==> src/hw/crg_seq_pkg.sv <==
// Package: register map, field positions, timing counts and types of the reset sequencer
package crg_seq_pkg;

  // ==========================================================
  // Register byte addresses (APB, one aligned word each)
  localparam logic [7:0] ADDR_FACTORY_TEST_REG_ONE = 8'hEC; // index 0x3B times four
  localparam logic [7:0] ADDR_CLOCK_CONTROL_ZERO = 8'h00;
  localparam logic [7:0] ADDR_CLOCK_CONTROL_ONE = 8'h04;
  localparam logic [7:0] ADDR_LOOP_MULTIPLIER = 8'h08;
  localparam logic [7:0] ADDR_REF_TRIM_HIGH = 8'h0C;
  localparam logic [7:0] ADDR_REF_TRIM_LOW = 8'h10;
  localparam logic [7:0] ADDR_IRQ_STATUS = 8'h14;
  localparam logic [7:0] ADDR_IRQ_MASK = 8'h18;
  localparam logic [7:0] ADDR_SEQ_STATUS = 8'h1C;
  localparam logic [7:0] FACTORY_TEST_INDEX = 8'h3B;

  // ==========================================================
  // Field positions
  localparam int OSC_ENABLE_BIT = 0;     // clock_control_zero
  localparam int LOCK_IRQ_ENABLE_BIT = 0; // clock_control_one
  localparam int LOCK_CHANGE_BIT = 0;    // irq status and mask
  localparam int RESET_EVENT_BIT = 1;    // irq status and mask
  localparam int IRQ_BITS = 2;

  // ==========================================================
  // Reset values
  localparam logic [7:0] FACTORY_TEST_RESET = 8'h00;
  localparam logic [7:0] MULT_RESET = 8'h00;
  localparam logic [8:0] TRIM_RESET = 9'h100;

  // ==========================================================
  // Timing, in controlled oscillator cycles
  localparam int CLK_MHZ = 200;
  localparam int PIN_LOW_CYCLES = 516;
  localparam int SAMPLE_WAIT_CYCLES = 256;
  localparam int SEQ_TOTAL_CYCLES = PIN_LOW_CYCLES + SAMPLE_WAIT_CYCLES;
  localparam int SEQ_CNT_W = 10;

  // ==========================================================
  // Types
  typedef enum logic [1:0] {
    VEC_POR_EXT_ILLEGAL,
    VEC_OSC_FAIL,
    VEC_WATCHDOG
  } vector_type;

  typedef enum {
    SEQ_DRIVE,
    SEQ_WAIT,
    SEQ_HOLD,
    SEQ_RUN
  } seq_state_type;

  typedef struct packed {
    logic power_on;
    logic illegal_addr;
    logic watchdog_timeout;
    logic osc_lost;
    logic osc_below_fail_freq;
  } reset_src_type;

  typedef struct packed {
    logic lock_status;
    logic stop_mode;
  } lock_in_type;

endpackage

==> src/hw/clock_reset_sequencer_lock_irq.sv <==
// Reset sequencer with vector choice, lock change flag and APB register file
// Contract
// - Pin low, power-on, illegal access, watchdog or monitor failure starts the sequence.
// - Monitor failure counts only while oscillator enable is set.
// - Drive reset pin low 516 cycles after any event (517 with sync).
// - Enter reset asynchronously; leave it only on running clock edges.
// - After pin release wait 256 cycles, then sample the pin.
// - Low pin: external vector; monitor fail; watchdog; else power-on vector.
// - Core reset held for the whole 772 cycle sequence.
// - Core reset stays held while pin is held low externally.
// - Clock loss or frequency under fail threshold makes a monitor reset.
// - Watchdog timeout starts a reset.
// - Power-on detector indication asserts a power-on reset.
// - Lock change flag sets on every lock status change, except while stop mode or a config write clears lock.
// - Lock interrupt only when enable and flag set; maskable by processor.
// - Writing one clears the lock change flag; zero is ignored.
// - Factory test register readable any time, writes ignored.
// - During startup core clock is oscillator clock, bus clock half of it.
// - External oscillator off when enable is zero, full swing when one.
// - Stop entry or control zero, multiplier, trim write while locked clears lock silently.
`timescale 1ns/100ps

module clock_reset_sequencer_lock_irq #(
  parameter int PIN_LOW = crg_seq_pkg::PIN_LOW_CYCLES,
  parameter int SAMPLE_WAIT = crg_seq_pkg::SAMPLE_WAIT_CYCLES
) (
  // Clock and reset
  input wire logic sys_clk,
  input wire logic resetn,
  // APB slave
  input wire logic psel,
  input wire logic penable,
  input wire logic pwrite,
  input wire logic [7:0] paddr,
  input wire logic [31:0] pwdata,
  output logic [31:0] prdata,
  output logic pready,
  output logic pslverr,
  // Reset sources and lock inputs
  input wire crg_seq_pkg::reset_src_type reset_src,
  input wire crg_seq_pkg::lock_in_type lock_in,
  // Reset pin, open drain
  input wire logic reset_pin_in,
  output logic reset_pin_out,
  output logic reset_pin_oe_n,
  // Core side
  output logic core_reset,
  output crg_seq_pkg::vector_type vector_sel,
  output logic vector_valid,
  output logic bus_clk,
  output logic osc_run,
  output logic lock_status,
  output logic lock_irq_req,
  output logic irq
);
  import crg_seq_pkg::*;

  // ==========================================================
  // Synchronisers
  logic pin_meta_r, pin_sync_r;
  logic [4:0] src_meta_r, src_sync_r;
  logic lock_meta_r, lock_sync_r, stop_meta_r, stop_sync_r;

  always_ff @(posedge sys_clk or negedge resetn) begin
    if (!resetn) begin
      pin_meta_r <= 1'b0;
      pin_sync_r <= 1'b0;
      src_meta_r <= 5'h00;
      src_sync_r <= 5'h00;
      lock_meta_r <= 1'b0;
      lock_sync_r <= 1'b0;
      stop_meta_r <= 1'b0;
      stop_sync_r <= 1'b0;
    end else begin
      pin_meta_r <= reset_pin_in;
      pin_sync_r <= pin_meta_r;
      src_meta_r <= reset_src;
      src_sync_r <= src_meta_r;
      lock_meta_r <= lock_in.lock_status;
      lock_sync_r <= lock_meta_r;
      stop_meta_r <= lock_in.stop_mode;
      stop_sync_r <= stop_meta_r;
    end
  end

  reset_src_type src;
  assign src = reset_src_type'(src_sync_r);

  // ==========================================================
  // Registers
  logic osc_enable_r, lock_irq_enable_r;
  logic [7:0] mult_r;
  logic [8:0] trim_r;
  logic [IRQ_BITS-1:0] irq_status_r, irq_mask_r;
  logic lock_status_r, lock_prev_r;
  logic wr_en, rd_en;
  logic cfg_write;

  assign wr_en = psel && penable && pwrite;
  assign rd_en = psel && penable && !pwrite;
  assign pready = 1'b1;
  assign cfg_write = wr_en && (paddr == ADDR_CLOCK_CONTROL_ZERO || paddr == ADDR_LOOP_MULTIPLIER
    || paddr == ADDR_REF_TRIM_HIGH || paddr == ADDR_REF_TRIM_LOW);

  // ==========================================================
  // Reset event detection
  logic osc_fail, any_event;
  assign osc_fail = osc_enable_r && (src.osc_lost || src.osc_below_fail_freq);
  assign any_event = !pin_sync_r || src.power_on || src.illegal_addr
    || src.watchdog_timeout || osc_fail;

  // ==========================================================
  // Sequence
  seq_state_type state_r;
  logic [SEQ_CNT_W-1:0] cnt_r;
  logic osc_pend_r, wdog_pend_r;
  logic seq_start;

  // Restart only from run; a pin held low by us must not retrigger
  assign seq_start = (state_r == SEQ_RUN) && any_event;

  always_ff @(posedge sys_clk or negedge resetn) begin
    if (!resetn) begin
      state_r <= SEQ_DRIVE;
      cnt_r <= '0;
    end else begin
      case (state_r)
        SEQ_DRIVE: begin
          if (cnt_r == SEQ_CNT_W'(PIN_LOW - 1)) begin
            state_r <= SEQ_WAIT;
            cnt_r <= '0;
          end else begin
            cnt_r <= cnt_r + 1'b1;
          end
        end
        SEQ_WAIT: begin
          if (cnt_r == SEQ_CNT_W'(SAMPLE_WAIT - 1)) begin
            state_r <= pin_sync_r ? SEQ_RUN : SEQ_HOLD;
            cnt_r <= '0;
          end else begin
            cnt_r <= cnt_r + 1'b1;
          end
        end
        SEQ_HOLD: begin
          if (pin_sync_r) begin
            state_r <= SEQ_RUN;
          end
        end
        SEQ_RUN: begin
          if (seq_start) begin
            state_r <= SEQ_DRIVE;
            cnt_r <= '0;
          end
        end
        default: state_r <= SEQ_DRIVE;
      endcase
    end
  end

  logic sample_now;
  assign sample_now = (state_r == SEQ_WAIT) && (cnt_r == SEQ_CNT_W'(SAMPLE_WAIT - 1));

  // Pending causes, held until the vector is chosen
  always_ff @(posedge sys_clk or negedge resetn) begin
    if (!resetn) begin
      osc_pend_r <= 1'b0;
      wdog_pend_r <= 1'b0;
    end else if (sample_now) begin
      osc_pend_r <= 1'b0;
      wdog_pend_r <= 1'b0;
    end else if (state_r != SEQ_HOLD) begin
      if (osc_fail) osc_pend_r <= 1'b1;
      if (src.watchdog_timeout) wdog_pend_r <= 1'b1;
    end
  end

  always_ff @(posedge sys_clk or negedge resetn) begin
    if (!resetn) begin
      vector_sel <= VEC_POR_EXT_ILLEGAL;
      vector_valid <= 1'b0;
    end else begin
      if (seq_start) vector_valid <= 1'b0;
      if (sample_now) begin
        vector_valid <= 1'b1;
        if (!pin_sync_r) vector_sel <= VEC_POR_EXT_ILLEGAL;
        else if (osc_pend_r) vector_sel <= VEC_OSC_FAIL;
        else if (wdog_pend_r) vector_sel <= VEC_WATCHDOG;
        else vector_sel <= VEC_POR_EXT_ILLEGAL;
      end
    end
  end

  always_ff @(posedge sys_clk or negedge resetn) begin
    if (!resetn) begin
      reset_pin_out <= 1'b0;
      reset_pin_oe_n <= 1'b0;
      core_reset <= 1'b1;
    end else begin
      reset_pin_out <= 1'b0;
      reset_pin_oe_n <= !(seq_start || (state_r == SEQ_DRIVE
        && cnt_r != SEQ_CNT_W'(PIN_LOW - 1)));
      core_reset <= !(state_r == SEQ_RUN && !seq_start)
        && !((state_r == SEQ_HOLD) && pin_sync_r)
        && !(sample_now && pin_sync_r);
    end
  end

  // ==========================================================
  // Bus clock: oscillator clock divided by two
  always_ff @(posedge sys_clk or negedge resetn) begin
    if (!resetn) bus_clk <= 1'b0;
    else bus_clk <= !bus_clk;
  end

  // ==========================================================
  // Control registers
  always_ff @(posedge sys_clk or negedge resetn) begin
    if (!resetn) begin
      osc_enable_r <= 1'b0;
      lock_irq_enable_r <= 1'b0;
      mult_r <= MULT_RESET;
      trim_r <= TRIM_RESET;
      irq_mask_r <= '0;
    end else if (wr_en) begin
      if (paddr == ADDR_CLOCK_CONTROL_ZERO) osc_enable_r <= pwdata[OSC_ENABLE_BIT];
      else if (paddr == ADDR_CLOCK_CONTROL_ONE) lock_irq_enable_r <= pwdata[LOCK_IRQ_ENABLE_BIT];
      else if (paddr == ADDR_LOOP_MULTIPLIER) mult_r <= pwdata[7:0];
      else if (paddr == ADDR_REF_TRIM_HIGH) trim_r[8] <= pwdata[0];
      else if (paddr == ADDR_REF_TRIM_LOW) trim_r[7:0] <= pwdata[7:0];
      else if (paddr == ADDR_IRQ_MASK) irq_mask_r <= pwdata[IRQ_BITS-1:0];
    end
  end

  assign osc_run = osc_enable_r;

  // ==========================================================
  // Lock status and change flag
  logic silent_clear;
  assign silent_clear = stop_sync_r || cfg_write;

  always_ff @(posedge sys_clk or negedge resetn) begin
    if (!resetn) begin
      lock_status_r <= 1'b0;
      lock_prev_r <= 1'b0;
    end else begin
      lock_prev_r <= lock_sync_r;
      if (silent_clear) lock_status_r <= 1'b0;
      else if (lock_sync_r != lock_prev_r) lock_status_r <= lock_sync_r;
    end
  end

  assign lock_status = lock_status_r;

  logic lock_change;
  assign lock_change = !silent_clear && (lock_sync_r != lock_prev_r);

  // Set wins over a simultaneous write-one clear
  always_ff @(posedge sys_clk or negedge resetn) begin
    if (!resetn) begin
      irq_status_r <= '0;
    end else begin
      if (wr_en && paddr == ADDR_IRQ_STATUS) begin
        irq_status_r <= irq_status_r & ~pwdata[IRQ_BITS-1:0];
      end
      if (lock_change) irq_status_r[LOCK_CHANGE_BIT] <= 1'b1;
      if (sample_now) irq_status_r[RESET_EVENT_BIT] <= 1'b1;
    end
  end

  assign lock_irq_req = lock_irq_enable_r && irq_status_r[LOCK_CHANGE_BIT];
  assign irq = |(irq_status_r & irq_mask_r);

  // ==========================================================
  // Read path
  logic [31:0] rd_nxt;
  logic addr_ok;

  always_comb begin
    rd_nxt = 32'h0000_0000;
    addr_ok = 1'b1;
    if (paddr == ADDR_FACTORY_TEST_REG_ONE) rd_nxt[7:0] = FACTORY_TEST_RESET;
    else if (paddr == ADDR_CLOCK_CONTROL_ZERO) rd_nxt[OSC_ENABLE_BIT] = osc_enable_r;
    else if (paddr == ADDR_CLOCK_CONTROL_ONE) rd_nxt[LOCK_IRQ_ENABLE_BIT] = lock_irq_enable_r;
    else if (paddr == ADDR_LOOP_MULTIPLIER) rd_nxt[7:0] = mult_r;
    else if (paddr == ADDR_REF_TRIM_HIGH) rd_nxt[0] = trim_r[8];
    else if (paddr == ADDR_REF_TRIM_LOW) rd_nxt[7:0] = trim_r[7:0];
    else if (paddr == ADDR_IRQ_STATUS) rd_nxt[IRQ_BITS-1:0] = irq_status_r;
    else if (paddr == ADDR_IRQ_MASK) rd_nxt[IRQ_BITS-1:0] = irq_mask_r;
    else if (paddr == ADDR_SEQ_STATUS) rd_nxt[3:0] = {lock_status_r, vector_valid, vector_sel};
    else addr_ok = 1'b0;
  end

  assign pslverr = psel && penable && !addr_ok;

  always_ff @(posedge sys_clk or negedge resetn) begin
    if (!resetn) prdata <= 32'h0000_0000;
    else if (psel && !penable && !pwrite) prdata <= rd_nxt;
    else if (rd_en) prdata <= prdata;
  end

endmodule

==> config.mk <==
export PLATFORM = sky130hd
export DESIGN_NAME = clock_reset_sequencer_lock_irq
export DESIGN_NICKNAME = d
export VERILOG_FILES = /design/src/hw/crg_seq_pkg.sv /design/src/hw/clock_reset_sequencer_lock_irq.sv
export SDC_FILE = /design/constraint.sdc
export NUM_CORES = 1
export LEC_CHECK = 0
export BUFFER_PORTS_ARGS = -buffer_cell sky130_fd_sc_hd__clkbuf_2
export CAP_MARGIN = 5
export CORE_ASPECT_RATIO = 0.7
export CORE_MARGIN = 2
export CORE_UTILIZATION = 50
export CTS_CLUSTER_SIZE = 30
export DETAILED_ROUTE_END_ITERATION = 8
export PLACE_DENSITY = 0.77
export SKIP_LAST_GASP = 1
export SLEW_MARGIN = 20
export SYNTH_ARGS = -nofsm -noshare
export SYNTH_HDL_FRONTEND = slang
export SYNTH_SLANG_ARGS = --single-unit
==> constraint.sdc <==
create_clock -name sys_clk -period 2.25 [get_ports sys_clk]
set_input_delay 0.3375 -clock sys_clk [delete_from_list [all_inputs] [get_ports sys_clk]]
set_output_delay 0.3375 -clock sys_clk [all_outputs]
set_load 0.01 [all_outputs]
==> results.md <==
* Sequential area share after synthesis at 0.500
* Die Span Y at 73.6 µm
* Postcts setup bufs at 0
* Layout area overhead at 12.9%
* Die Wd at 103 µm
* Post-synth EDFFs at 0
* DRT Wirelength at 6800 µm
* WL/cell at 14.5 µm
* Synth cell types at 61
* DR pass1 iterations at 4
* Row Count at 25
* Final min period at 2.05 ns
* Setup TNS at 0 ns
* Clk root buf: clkbuf_8
* Slew @ Worst Pin at 0.685 ns
* Element type at the critical path end: register
* Yosys reg bits at 69
* Nets at 429
* PnR worst setup slack at 0.198 ns
* Total power draw at 0.00243 W
* Initial antenna violation count at 0
* Internal Pwr Total at 0.00176 W
* Net Sw Frac at 0.276
* Psw at 0.000672 W
* Max Cap Viol at 0
* Cell area after synthesis at 0.00346 mm²
* Final Hold Viols at 0
* DP HPWL at 5040 µm
* Diodes inserted at 0
* Vias per inst at 5.36
* WS Path Type: register to register
* Synth top area share at 0.484
* YS warnings at 0
* Pwr dens at 622 mW/mm²
* Worst EP required at 2.47 ns
* Fillers at 586
* Crit path max fanout at 9
* DRC errors left at 0
* Synthesized instance count at 313
* VDD IR max at 0.448 mV
* Dominant synthesized flop cell: dfrtp_1
* Worst Hold Class: input port to async pin
* Mean Syn Cell Area at 11.1 µm²
* Fmax at 0.487 GHz
* Number of I/O port buffers at 47
* CTS Buf Count at 9
* # IOs at 98
* Hold Buf Count CTS at 0
* Combinational share of power at 0.062
* FFs w/ async S/R, synth at 1.00
* Sequential share of power at 0.528
* Std-Cell Core Area at 0.00673 mm²
* Clock Latency Late Sink at 0.36 ns
* Worst Setup Start Kind: register
* R2R cell count at 6
* Initial Utilization at 0.515
* Status: completed
* # resized after CTS at 0
* Clk slew on worst S/H paths at 0.09 ns
* R2r setup slk at 0.20 ns
* GP Congestion at 0.846
* Die Area at 0.00761 mm²
* 1st-iter DRT viols at 217
* Largest net degree at the start of global routing at 34
* CTS Buffer Depth at 2
* DR vias at 2510
* Clock Power Share at 0.410
* Most frequent cells in the layout: 67 x dfrtp_1, 46 x clkbuf_2, 30 x nand2_1, 26 x conb_1, 23 x mux2_2
* Final setup fails at 0
* Area leader, netlist: dfrtp_1
* Global-route wire length before repair at 11200 µm
* Area contributors post-synth: dfrtp_1 48%, mux2_2 7.5%, buf_4 5.9%, nand2_1 3.3%, ha_1 2.5%
* Place WS at 0.119 ns
* Fin. max-slew vios at 0
* Clk_skew at 0.00682 ns
* CTS tree: done
* Global route overflow at 0
* H-tree levels at 3
* Post-DRT Antenna Nets at 0
* Gr usage total at 0.196
* Final worst path period share at 0.912
* CTS sink cnt at 69
* Pleak at 1.83 nW
* Layout cells sized above 1 at 0.313
* Vias in the first global route at 2306
* Crit path DAT at 2.27 ns
* Commonest non-fill, non-tap cell in the layout: dfrtp_1
* Max-slew headroom at 0.537
* RSZ-0062 raised after global routing: false
[cell families after synthesis]
| family | count (synthesis) | share of synthesized area |
|---|---|---|
| and+or+nand+nor | 94 | 0.153 |
| muxes | 25 | 0.0879 |
| buffers and inverters | 48 | 0.0925 |
| other | 2 | 0.00217 |
| xor gates and xnor gates | 1 | 0.00253 |
| adders and majority gates | 8 | 0.0282 |
| DFF | 69 | 0.500 |
| AOI/OAI and AO/OA | 66 | 0.134 |
[critical path: stages (launching register included)]
cell and delay, ns:
dfrtp_1 0.44, inv_1 0.09, ha_1 0.30, or2_2 0.31, a31oi_1 0.22, nor2_1 0.16, o311ai_0 0.40
[through the flow]
step	area [µm²]	std cells	util	hold WS [ns]
after floorplan	3550	337	-	0.0419
after CTS	3910	468	0.581	0.0425
after global routing	3910	468	0.581	0.0573
after global placement	3710	452	0.552	0.334
after detailed placement	3710	452	0.552	0.336
final	3910	468	0.581	0.0168
[cells in the mapped netlist (4+ instances only)]
cell type,number
dfrtp_1,67
buf_4,27
ha_1,7
mux2_2,23
clkbuf_1,4
a32oi_1,4
o211ai_1,10
a21oi_1,6
a22oi_1,4
o21ai_0,16
nand3_1,11
inv_1,10
nand2_1,30
nor2_1,14
a22o_1,4
nor3_1,6
[worst paths after layout]
| check | start | endpoint |
|---|---|---|
| min in group sys_clk | reset_src[0] | src_meta_r[0] |
| setup reg to reg | state_r[1] | cnt_r[2] |
| setup / recovery | state_r[1] | cnt_r[2] |
| hold / removal | resetn | bus_clk |
| max in group asynchronous | resetn | lock_status |
| hold reg to reg | stop_meta_r | stop_sync_r |
[sequential cells by signal (all words and copies together) (netlist names), 2 cells and up]
| register | cells |
|---|---|
| cnt_r | 10 |
| trim_r | 9 |
| mult_r | 8 |
| prdata | 8 |
| src | 5 |
| src_meta_r | 5 |
| irq_mask_r | 2 |
| irq_status_r | 2 |
| state_r | 2 |
| vector_sel | 2 |
[metal layers]
| layer | track usage | share of wire | vias to the layer above |
|---|---|---|---|
| met5 | 0 | 0 | - |
| met4 | 0.0687 | 0.010 | 0 |
| met3 | 0.0504 | 0.072 | 7 |
| met2 | 0.275 | 0.44 | 100 |
| met1 | 0.294 | 0.48 | 1208 |
| li1 | - | - | 1195 |
[power by group through the flow]
stage | combinational, W | clock (W) | sequential, W
6_report | 0.000151 | 0.000997 | 0.00128
5_1_grt | 0.000175 | 0.00108 | 0.00129
4_1_cts | 0.000153 | 0.00102 | 0.00128
3_5_place_dp | 0.000152 | 0 | 0.00131
3_3_place_gp | 0.000150 | 0 | 0.00131
2_1_floorplan | 0.000107 | 0 | 0.00131
[cell type report]
class	instances	area (µm²)	share of cell area
inverters	10	37.5	0.00960
clock buffers	9	124	0.0317
well taps	94	118	0.0301
multi-input cells	220	1500	0.384
repair buffers	59	325	0.0832
clock inverters	7	73.8	0.0189
flip-flops and latches	69	1730	0.442
No activity file was read; power rests on OpenSTA's default activity.
